### config.mk
export PLATFORM = sky130hd
export DESIGN_NAME = qwc_top
export DESIGN_NICKNAME = d
export VERILOG_FILES = /design/src/verilog/qwc_pkg.sv /design/src/verilog/qwc_top.sv
export SDC_FILE = /design/constraint.sdc
export NUM_CORES = 1
export LEC_CHECK = 0
export ABC_AREA = 1
export BUFFER_PORTS_ARGS = -buffer_cell sky130_fd_sc_hd__buf_4
export CORE_ASPECT_RATIO = 0.75
export CORE_UTILIZATION = 60
export CTS_CLUSTER_SIZE = 14
export DETAILED_ROUTE_END_ITERATION = 8
export PLACE_DENSITY = 0.78
export SLEW_MARGIN = 10
export SYNTH_ARGS = -nofsm -noshare
export SYNTH_HDL_FRONTEND = slang
export SYNTH_SLANG_ARGS = --single-unit
### constraint.sdc
create_clock -name ref_clk -period 2.7 [get_ports ref_clk]
set_input_delay 0 -clock ref_clk [delete_from_list [all_inputs] [get_ports ref_clk]]
set_output_delay 0 -clock ref_clk [all_outputs]
set_load 0.01 [all_outputs]
### src/verilog/qwc_pkg.sv
// Constants, pin carrier and phase type for the quad wiper control front end.
// Assumes one 100 MHz clock; all pins arrive asynchronously and are synchronised in the top.
//
// Contract
// - Four channels, each with one volatile wiper and four stored positions, all readable.
// - A wiper position is eight bits, choosing one of 256 taps.
// - Each wiper output always shows its channel's volatile position.
// - After reset, each channel's first stored position is copied into its wiper.
// - Serial data is sampled on each rising serial clock edge.
// - Read data changes only after a falling serial clock edge, one bit per period.
// - The data line is only pulled low or released, never driven high.
// - Respond only when the three low slave address bits match the strap pins.
// - With chip select low, step via clock and direction and ignore the bus.
// - With chip select high, the 2-wire bus interface is enabled.
// - Up/down steps apply only to the channel the two select pins name.
// - With write protect low, every write to stored positions is refused.
// - One serial clock input times both the bus and the up/down port.

package qwc_pkg;

    // ************************************************************
    // Sizes and values
    // ************************************************************
    localparam int         NUM_CH      = 4;
    localparam int         NUM_STORE   = 4;
    localparam int         WIPER_W     = 8;
    localparam logic [7:0] WIPER_MAX   = 8'hFF;
    localparam logic [7:0] WIPER_MIN   = 8'h00;
    localparam logic [7:0] WIPER_ONE   = 8'h01;
    localparam logic [7:0] WIPER_RESET = 8'h00;
    localparam logic [7:0] STORE_RESET = 8'h80;
    localparam logic [1:0] DEFAULT_IDX = 2'h0;

    // ************************************************************
    // Serial framing
    // ************************************************************
    // Upper five slave address bits: arbitrary value
    localparam logic [4:0] ADDR_ID_HI = 5'h0A;
    localparam logic [3:0] ACK_BIT    = 4'h8;
    localparam logic [3:0] BIT_ONE    = 4'h1;
    localparam logic [3:0] BIT_ZERO   = 4'h0;
    localparam logic [3:0] BIT_TOP    = 4'h7;
    localparam int         ID_HI      = 7;
    localparam int         ID_LO      = 3;
    localparam int         STRAP_HI   = 2;
    localparam int         STRAP_LO   = 0;
    localparam int         OP_HI      = 1;
    localparam int         OP_LO      = 0;
    localparam int         CH_HI      = 3;
    localparam int         CH_LO      = 2;
    localparam int         IDX_HI     = 1;
    localparam int         IDX_LO     = 0;
    localparam logic [1:0] OP_RD_WIPER = 2'h0;
    localparam logic [1:0] OP_WR_WIPER = 2'h1;
    localparam logic [1:0] OP_RD_STORE = 2'h2;
    localparam logic [1:0] OP_WR_STORE = 2'h3;

    // ************************************************************
    // Pin carrier and phases
    // ************************************************************
    typedef struct packed {
        logic       scl;
        logic       sda;
        logic       cs_n;
        logic       dir_up;
        logic [1:0] sel;
        logic       wp_n;
        logic [2:0] strap;
    } qwc_pins_t;

    // Idle levels: clock, data and chip select high
    localparam qwc_pins_t PINS_RESET = 10'h380;

    typedef enum {PH_IDLE, PH_ADDR, PH_OPC, PH_REG, PH_WDAT, PH_RDAT} qwc_phase_t;

endpackage

### src/verilog/qwc_top.sv
// Quad wiper control front end: 2-wire slave, up/down port, wiper and stored position registers.
// Assumes an external pull-up on the data line and an outside master on the serial clock.
`timescale 1ns/1ps
`default_nettype none

module qwc_top (
    // Clock and reset
    input  wire logic       ref_clk,
    input  wire logic       rst_n,
    // 2-wire bus
    input  wire logic       scl,
    input  wire logic       sda_i,
    output logic            sda_o,
    output logic            sda_oe,
    // Up/down port
    input  wire logic       cs_n,
    input  wire logic       dir_up,
    input  wire logic       chan_sel_lo,
    input  wire logic       chan_sel_hi,
    // Configuration straps
    input  wire logic       wp_n,
    input  wire logic       addr_strap_0,
    input  wire logic       addr_strap_1,
    input  wire logic       addr_strap_2,
    // Wiper taps
    output logic [7:0]      wiper_out_0,
    output logic [7:0]      wiper_out_1,
    output logic [7:0]      wiper_out_2,
    output logic [7:0]      wiper_out_3
);

    // ************************************************************
    // Pin synchroniser and edges
    // ************************************************************
    qwc_pkg::qwc_pins_t pins_raw;
    qwc_pkg::qwc_pins_t sync1_q;
    qwc_pkg::qwc_pins_t pins_s;
    qwc_pkg::qwc_pins_t pins_d;

    assign pins_raw = {scl, sda_i, cs_n, dir_up, chan_sel_hi, chan_sel_lo, wp_n,
                       addr_strap_2, addr_strap_1, addr_strap_0};

    always_ff @(posedge ref_clk or negedge rst_n) begin
        if (!rst_n) begin
            sync1_q <= qwc_pkg::PINS_RESET;
            pins_s  <= qwc_pkg::PINS_RESET;
            pins_d  <= qwc_pkg::PINS_RESET;
        end else begin
            sync1_q <= pins_raw;
            pins_s  <= sync1_q;
            pins_d  <= pins_s;
        end
    end

    wire scl_rise = pins_s.scl & ~pins_d.scl;
    wire scl_fall = ~pins_s.scl & pins_d.scl;
    wire start_w  = pins_s.scl & pins_d.scl & ~pins_s.sda & pins_d.sda;
    wire stop_w   = pins_s.scl & pins_d.scl & pins_s.sda & ~pins_d.sda;
    wire bus_en   = pins_s.cs_n;
    wire cs_rise  = pins_s.cs_n & ~pins_d.cs_n;
    wire ud_step  = ~pins_s.cs_n & ~pins_d.cs_n & scl_rise;
    wire [1:0] ud_sel = pins_s.sel;
    wire ud_store = cs_rise & pins_s.scl & pins_s.wp_n;

    // ************************************************************
    // Registers
    // ************************************************************
    logic [7:0] wiper_q [qwc_pkg::NUM_CH];
    logic [7:0] store_q [qwc_pkg::NUM_CH][qwc_pkg::NUM_STORE];
    logic       recall_reg;

    qwc_pkg::qwc_phase_t phase_reg, phase_next;
    logic [3:0] bit_cnt_reg, bit_cnt_next;
    logic [7:0] shift_reg, shift_next;
    logic [7:0] out_reg, out_next;
    logic [1:0] op_reg, op_next;
    logic [1:0] chan_reg, chan_next;
    logic [1:0] idx_reg, idx_next;
    logic       sda_oe_reg, oe_next;
    logic       sda_o_reg;
    logic       wr_wiper, wr_store;

    function automatic logic [7:0] step_fn(input logic [7:0] v, input logic up);
        if (up)
            step_fn = (v == qwc_pkg::WIPER_MAX) ? v : v + qwc_pkg::WIPER_ONE;
        else
            step_fn = (v == qwc_pkg::WIPER_MIN) ? v : v - qwc_pkg::WIPER_ONE;
    endfunction

    // ************************************************************
    // Serial decode
    // ************************************************************
    wire addr_match = (shift_reg[qwc_pkg::ID_HI:qwc_pkg::ID_LO] == qwc_pkg::ADDR_ID_HI) &&
                      (shift_reg[qwc_pkg::STRAP_HI:qwc_pkg::STRAP_LO] == pins_s.strap);
    wire byte_done  = scl_rise && (bit_cnt_reg == qwc_pkg::ACK_BIT);
    wire [1:0] reg_ch  = shift_reg[qwc_pkg::CH_HI:qwc_pkg::CH_LO];
    wire [1:0] reg_idx = shift_reg[qwc_pkg::IDX_HI:qwc_pkg::IDX_LO];
    wire op_store   = (op_reg == qwc_pkg::OP_RD_STORE) || (op_reg == qwc_pkg::OP_WR_STORE);
    wire op_read    = (op_reg == qwc_pkg::OP_RD_WIPER) || (op_reg == qwc_pkg::OP_RD_STORE);
    wire [7:0] rd_data = op_store ? store_q[reg_ch][reg_idx] : wiper_q[reg_ch];
    wire [2:0] out_bit = 3'(qwc_pkg::BIT_TOP - bit_cnt_reg);
    wire ack_low    = (bit_cnt_reg == qwc_pkg::ACK_BIT) && (phase_reg != qwc_pkg::PH_RDAT) &&
                      ((phase_reg != qwc_pkg::PH_ADDR) || addr_match);
    wire data_low   = (phase_reg == qwc_pkg::PH_RDAT) && (bit_cnt_reg != qwc_pkg::ACK_BIT) &&
                      !out_reg[out_bit];
    wire store_wr   = wr_store & pins_s.wp_n;

    always_comb begin
        phase_next   = phase_reg;
        bit_cnt_next = bit_cnt_reg;
        shift_next   = shift_reg;
        out_next     = out_reg;
        op_next      = op_reg;
        chan_next    = chan_reg;
        idx_next     = idx_reg;
        oe_next      = sda_oe_reg;
        wr_wiper     = 1'b0;
        wr_store     = 1'b0;
        if (!bus_en) begin
            phase_next   = qwc_pkg::PH_IDLE;
            bit_cnt_next = qwc_pkg::BIT_ZERO;
            oe_next      = 1'b0;
        end else if (start_w) begin
            phase_next   = qwc_pkg::PH_ADDR;
            bit_cnt_next = qwc_pkg::BIT_ZERO;
            oe_next      = 1'b0;
        end else if (stop_w) begin
            phase_next   = qwc_pkg::PH_IDLE;
            oe_next      = 1'b0;
        end else if (phase_reg != qwc_pkg::PH_IDLE) begin
            if (scl_rise && (bit_cnt_reg != qwc_pkg::ACK_BIT)) begin
                shift_next   = {shift_reg[6:0], pins_s.sda};
                bit_cnt_next = bit_cnt_reg + qwc_pkg::BIT_ONE;
            end else if (byte_done) begin
                bit_cnt_next = qwc_pkg::BIT_ZERO;
                unique case (phase_reg)
                    qwc_pkg::PH_IDLE: begin
                    end
                    qwc_pkg::PH_ADDR: begin
                        phase_next = addr_match ? qwc_pkg::PH_OPC : qwc_pkg::PH_IDLE;
                    end
                    qwc_pkg::PH_OPC: begin
                        op_next    = shift_reg[qwc_pkg::OP_HI:qwc_pkg::OP_LO];
                        phase_next = qwc_pkg::PH_REG;
                    end
                    qwc_pkg::PH_REG: begin
                        chan_next  = reg_ch;
                        idx_next   = reg_idx;
                        out_next   = rd_data;
                        phase_next = op_read ? qwc_pkg::PH_RDAT : qwc_pkg::PH_WDAT;
                    end
                    qwc_pkg::PH_WDAT: begin
                        wr_wiper = (op_reg == qwc_pkg::OP_WR_WIPER);
                        wr_store = (op_reg == qwc_pkg::OP_WR_STORE);
                    end
                    qwc_pkg::PH_RDAT: begin
                        phase_next = pins_s.sda ? qwc_pkg::PH_IDLE : qwc_pkg::PH_RDAT;
                    end
                endcase
            end else if (scl_fall) begin
                oe_next = ack_low | data_low;
            end
        end
    end

    always_ff @(posedge ref_clk or negedge rst_n) begin
        if (!rst_n) begin
            phase_reg   <= qwc_pkg::PH_IDLE;
            bit_cnt_reg <= qwc_pkg::BIT_ZERO;
            shift_reg   <= qwc_pkg::WIPER_RESET;
            out_reg     <= qwc_pkg::WIPER_RESET;
            op_reg      <= qwc_pkg::OP_RD_WIPER;
            chan_reg    <= 2'h0;
            idx_reg     <= 2'h0;
            sda_oe_reg  <= 1'b0;
            sda_o_reg   <= 1'b0;
            recall_reg  <= 1'b1;
        end else begin
            phase_reg   <= phase_next;
            bit_cnt_reg <= bit_cnt_next;
            shift_reg   <= shift_next;
            out_reg     <= out_next;
            op_reg      <= op_next;
            chan_reg    <= chan_next;
            idx_reg     <= idx_next;
            sda_oe_reg  <= oe_next;
            sda_o_reg   <= 1'b0;
            recall_reg  <= 1'b0;
        end
    end

    // ************************************************************
    // Wiper and stored position channels
    // ************************************************************
    for (genvar g = 0; g < qwc_pkg::NUM_CH; g++) begin : g_ch
        wire sel_g = (ud_sel == 2'(g));
        always_ff @(posedge ref_clk or negedge rst_n) begin
            if (!rst_n)
                wiper_q[g] <= qwc_pkg::WIPER_RESET;
            else if (recall_reg)
                wiper_q[g] <= store_q[g][qwc_pkg::DEFAULT_IDX];
            else if (wr_wiper && (chan_reg == 2'(g)))
                wiper_q[g] <= shift_reg;
            else if (ud_step && sel_g)
                wiper_q[g] <= step_fn(wiper_q[g], pins_s.dir_up);
        end
        always_ff @(posedge ref_clk or negedge rst_n) begin
            if (!rst_n) begin
                for (int j = 0; j < qwc_pkg::NUM_STORE; j++)
                    store_q[g][j] <= qwc_pkg::STORE_RESET;
            end else if (store_wr && (chan_reg == 2'(g))) begin
                store_q[g][idx_reg] <= shift_reg;
            end else if (ud_store && sel_g) begin
                store_q[g][qwc_pkg::DEFAULT_IDX] <= wiper_q[g];
            end
        end
    end

    assign wiper_out_0 = wiper_q[0];
    assign wiper_out_1 = wiper_q[1];
    assign wiper_out_2 = wiper_q[2];
    assign wiper_out_3 = wiper_q[3];
    assign sda_o       = sda_o_reg;
    assign sda_oe      = sda_oe_reg;
endmodule // qwc_top

`default_nettype wire

==> metrics <==
outcome=complete, no violations; # Max-Cap Violations=0; Mapped Avg Cell Area=6.93 um^2; design area=14500 um^2; relative slew slack=52.3%; CTS tree=built; H-tree depth=1; initial DRC count=1775; Post-synth ARST share=100%; Final Util=68.4%; initial antenna violation count=0; Combinational Power Share=20.3%; Largest regs=store_q (128), sync1_q (10); setup violators final=0; nets@finish=1961; internal power=5800 uW; Setup Skew=0.0227 ns; fmax=396 MHz; Slew Limit Fails=0; mapped cell area=13100 um^2; PD cells=589 nW/um^2; I/O Pins=46; DP HPWL=28000 um; Synth-to-Final Area Change=11.0%; VDD IR-drop max=0.555 mV; RSZ-0062 raised after global routing=yes; post-route minimum period=2.53 ns; hold crit path type=in -> async; sequential area share after synthesis=41.2%; setup_tns=0 ns; slew of the pin with the lowest slew margin=0.710 ns; Final Hold Viols=0; clk buf depth=3; Die W=173 um; number of global-route vias before repair=11600; gpl congestion=1.01; drt drc=0; Fin Hold WS=0.0325 ns; Avg Vias per Cell=5.81; FF+latch count, synth=214; Yosys cell types=40; first-pass iteration count of the detailed router=5; layout filler cell count=1834; max reg flops=128; final WL=40500 um; row cnt=46; YS warnings=0; post-synthesis instance total=1889; count of flip-flops with a built-in enable after synthesis=0; WL/cell=18.2 um; critical path type=reg -> reg; clock slew at reported path FFs=0.06 ns; Crit Path Max Fanout=19; crit end category=flop; Period Utilization, post-route=93.6%; R2R Setup Slk=0.17 ns; Worst Path Required=3.14 ns; Most used DFF post-synth=dfrtp_1; placed cell area=13700 um^2; RR Startpoint=bit_cnt_reg[0]; sw power=2750 uW; layout cells sized above 1=9.72%; Die Area=22400 um^2; Worst setup SP type=flop; largest net degree at the start of global routing=105; die extent in y=130 um; commonest non-fill, non-tap cells in the layout=nand2_1, nand3_1, dfrtp_1; Flop pwr share=44.5%; reg2reg end=wiper_out_0[1]; CTS root buf=clkbuf_16; antenna fix cells=0; Pleak=0.00744 uW; clock sink count=214; Reg2Reg Depth=13; Clock power frac=35.2%; Worst Path Arrival=2.97 ns; switching part of the total power=32.2%; most common cell after layout, fill and taps aside=nand2_1; Buffers on Ports=44; routed vias=12900; Reg with most FFs=store_q; Total GRT Usage=36.3%; Initial Utilization=61.6%; Core ar.=21200 um^2; Skew-Pair Late Insertion Delay=0.51 ns; Routed Antenna Nets=0; cts bufs inserted=23; first-pass GRT wire length=63400 um; GRT Residual Overflow=0
-- metal layers --
layer,global-route usage (%),vias up,wire length (um)
li1,-,6104,-
met4,10.5,0,1130
met1,55.4,6050,18100
met5,0,-,0
met2,51.7,684,16600
met3,7.49,85,4680
-- layout make-up --
cell class | instances | area [um^2] | share of cell area [%]
clock inverters | 8 | 48.8 | 0.336
flip-flops and latches | 214 | 5390 | 37.1
inverters | 197 | 742 | 5.11
multi-input cells | 1387 | 6530 | 44.9
well taps | 288 | 360 | 2.48
repair buffers | 96 | 793 | 5.46
clock buffers | 33 | 663 | 4.57
-- worst max path at each step --
stage	endpoint	slack (ns)	depth (start not counted)	startpoint
2_1_floorplan	wiper_out_0[5]	0.51	11	pins_s[6]
3_3_place_gp	store_q[66]	0.37	11	bit_cnt_reg[0]
3_5_place_dp	store_q[69]	0.24	11	bit_cnt_reg[0]
4_1_cts	store_q[65]	0.22	11	bit_cnt_reg[0]
5_1_grt	wiper_out_0[1]	-0.06	13	bit_cnt_reg[0]
6_report	wiper_out_0[1]	0.17	13	bit_cnt_reg[0]
-- power groups by stage --
| stage | sequential, uW | clock [uW] | combinational (uW) |
|---|---|---|---|
| final | 3800 | 3010 | 1730 |
| after global routing | 3810 | 3150 | 1960 |
| after CTS | 3780 | 3050 | 1710 |
| after detailed placement | 3840 | 0 | 1690 |
| after global placement | 3840 | 0 | 1650 |
| after floorplan | 3710 | 0 | 1110 |
-- kinds of logic after synthesis --
logic type      Yosys count  synth area share, %
compound gates          240                 9.66
other cells               1               0.0287
xor+xnor                 11                0.736
flops                   214                 41.2
fa+ha+maj                30                 3.10
buf+inv                 289                 9.04
mux                       1               0.0765
simple gates           1103                 36.2
-- cell usage after synthesis, types with 4 or more instances --
cell type  instances  area share (%)
nand2_1          676              19
nand3_1          255             9.8
dfrtp_1          188              36
inv_1            186             5.3
o21ai_0          126             4.8
nor2_1           112             3.2
clkbuf_1          48             1.4
a21oi_1           44             1.7
o21ai_1           42             1.6
dfstp_2           26             5.2
ha_1              26             2.5
buf_2             25            0.96
o211ai_1          20             1.1
nor3_1            12            0.46
xor2_1            11            0.74
nand4_1           10            0.48
buf_1              9            0.26
inv_2              7            0.20
nand2_2            6            0.29
nand3_2            6            0.46
buf_6              5            0.43
nand3b_1           5            0.29
nor2_2             5            0.24
nor2_8             5            0.76
buf_4              4            0.23
fa_1               4            0.61
o22ai_1            4            0.19
-- through the flow --
stage / power [uW] / setup WS [ns] / std cells
floorplan: 4820 / 0.511 / 1890
global placement: 5490 / 0.372 / 2171
detailed placement: 5530 / 0.240 / 2171
CTS: 8540 / 0.224 / 2223
global route: 8930 / -0.0579 / 2223
finish: 8550 / 0.174 / 2223
-- what timing repair did --
action / CTS / global route
hold buffers: 11 / 0
resized for setup: 0 / 2
endpoints found under the hold margin: 208 / 0
setup endpoints to repair: 0 / 24
setup buffers: 0 / 0
-- critical path, cell delays in order, from the launching register on --
cell	delay, ns
dfrtp_1	0.45
inv_1	0.19
ha_1	0.17
nand2_1	0.09
nor2_4	0.15
nand3_2	0.13
nor2_2	0.11
buf_4	0.24
nand2_1	0.30
nand2_1	0.24
inv_2	0.11
nor2_1	0.12
nand2_1	0.08
nand2_1	0.06
No activity file was read; power rests on OpenSTA's default activity.
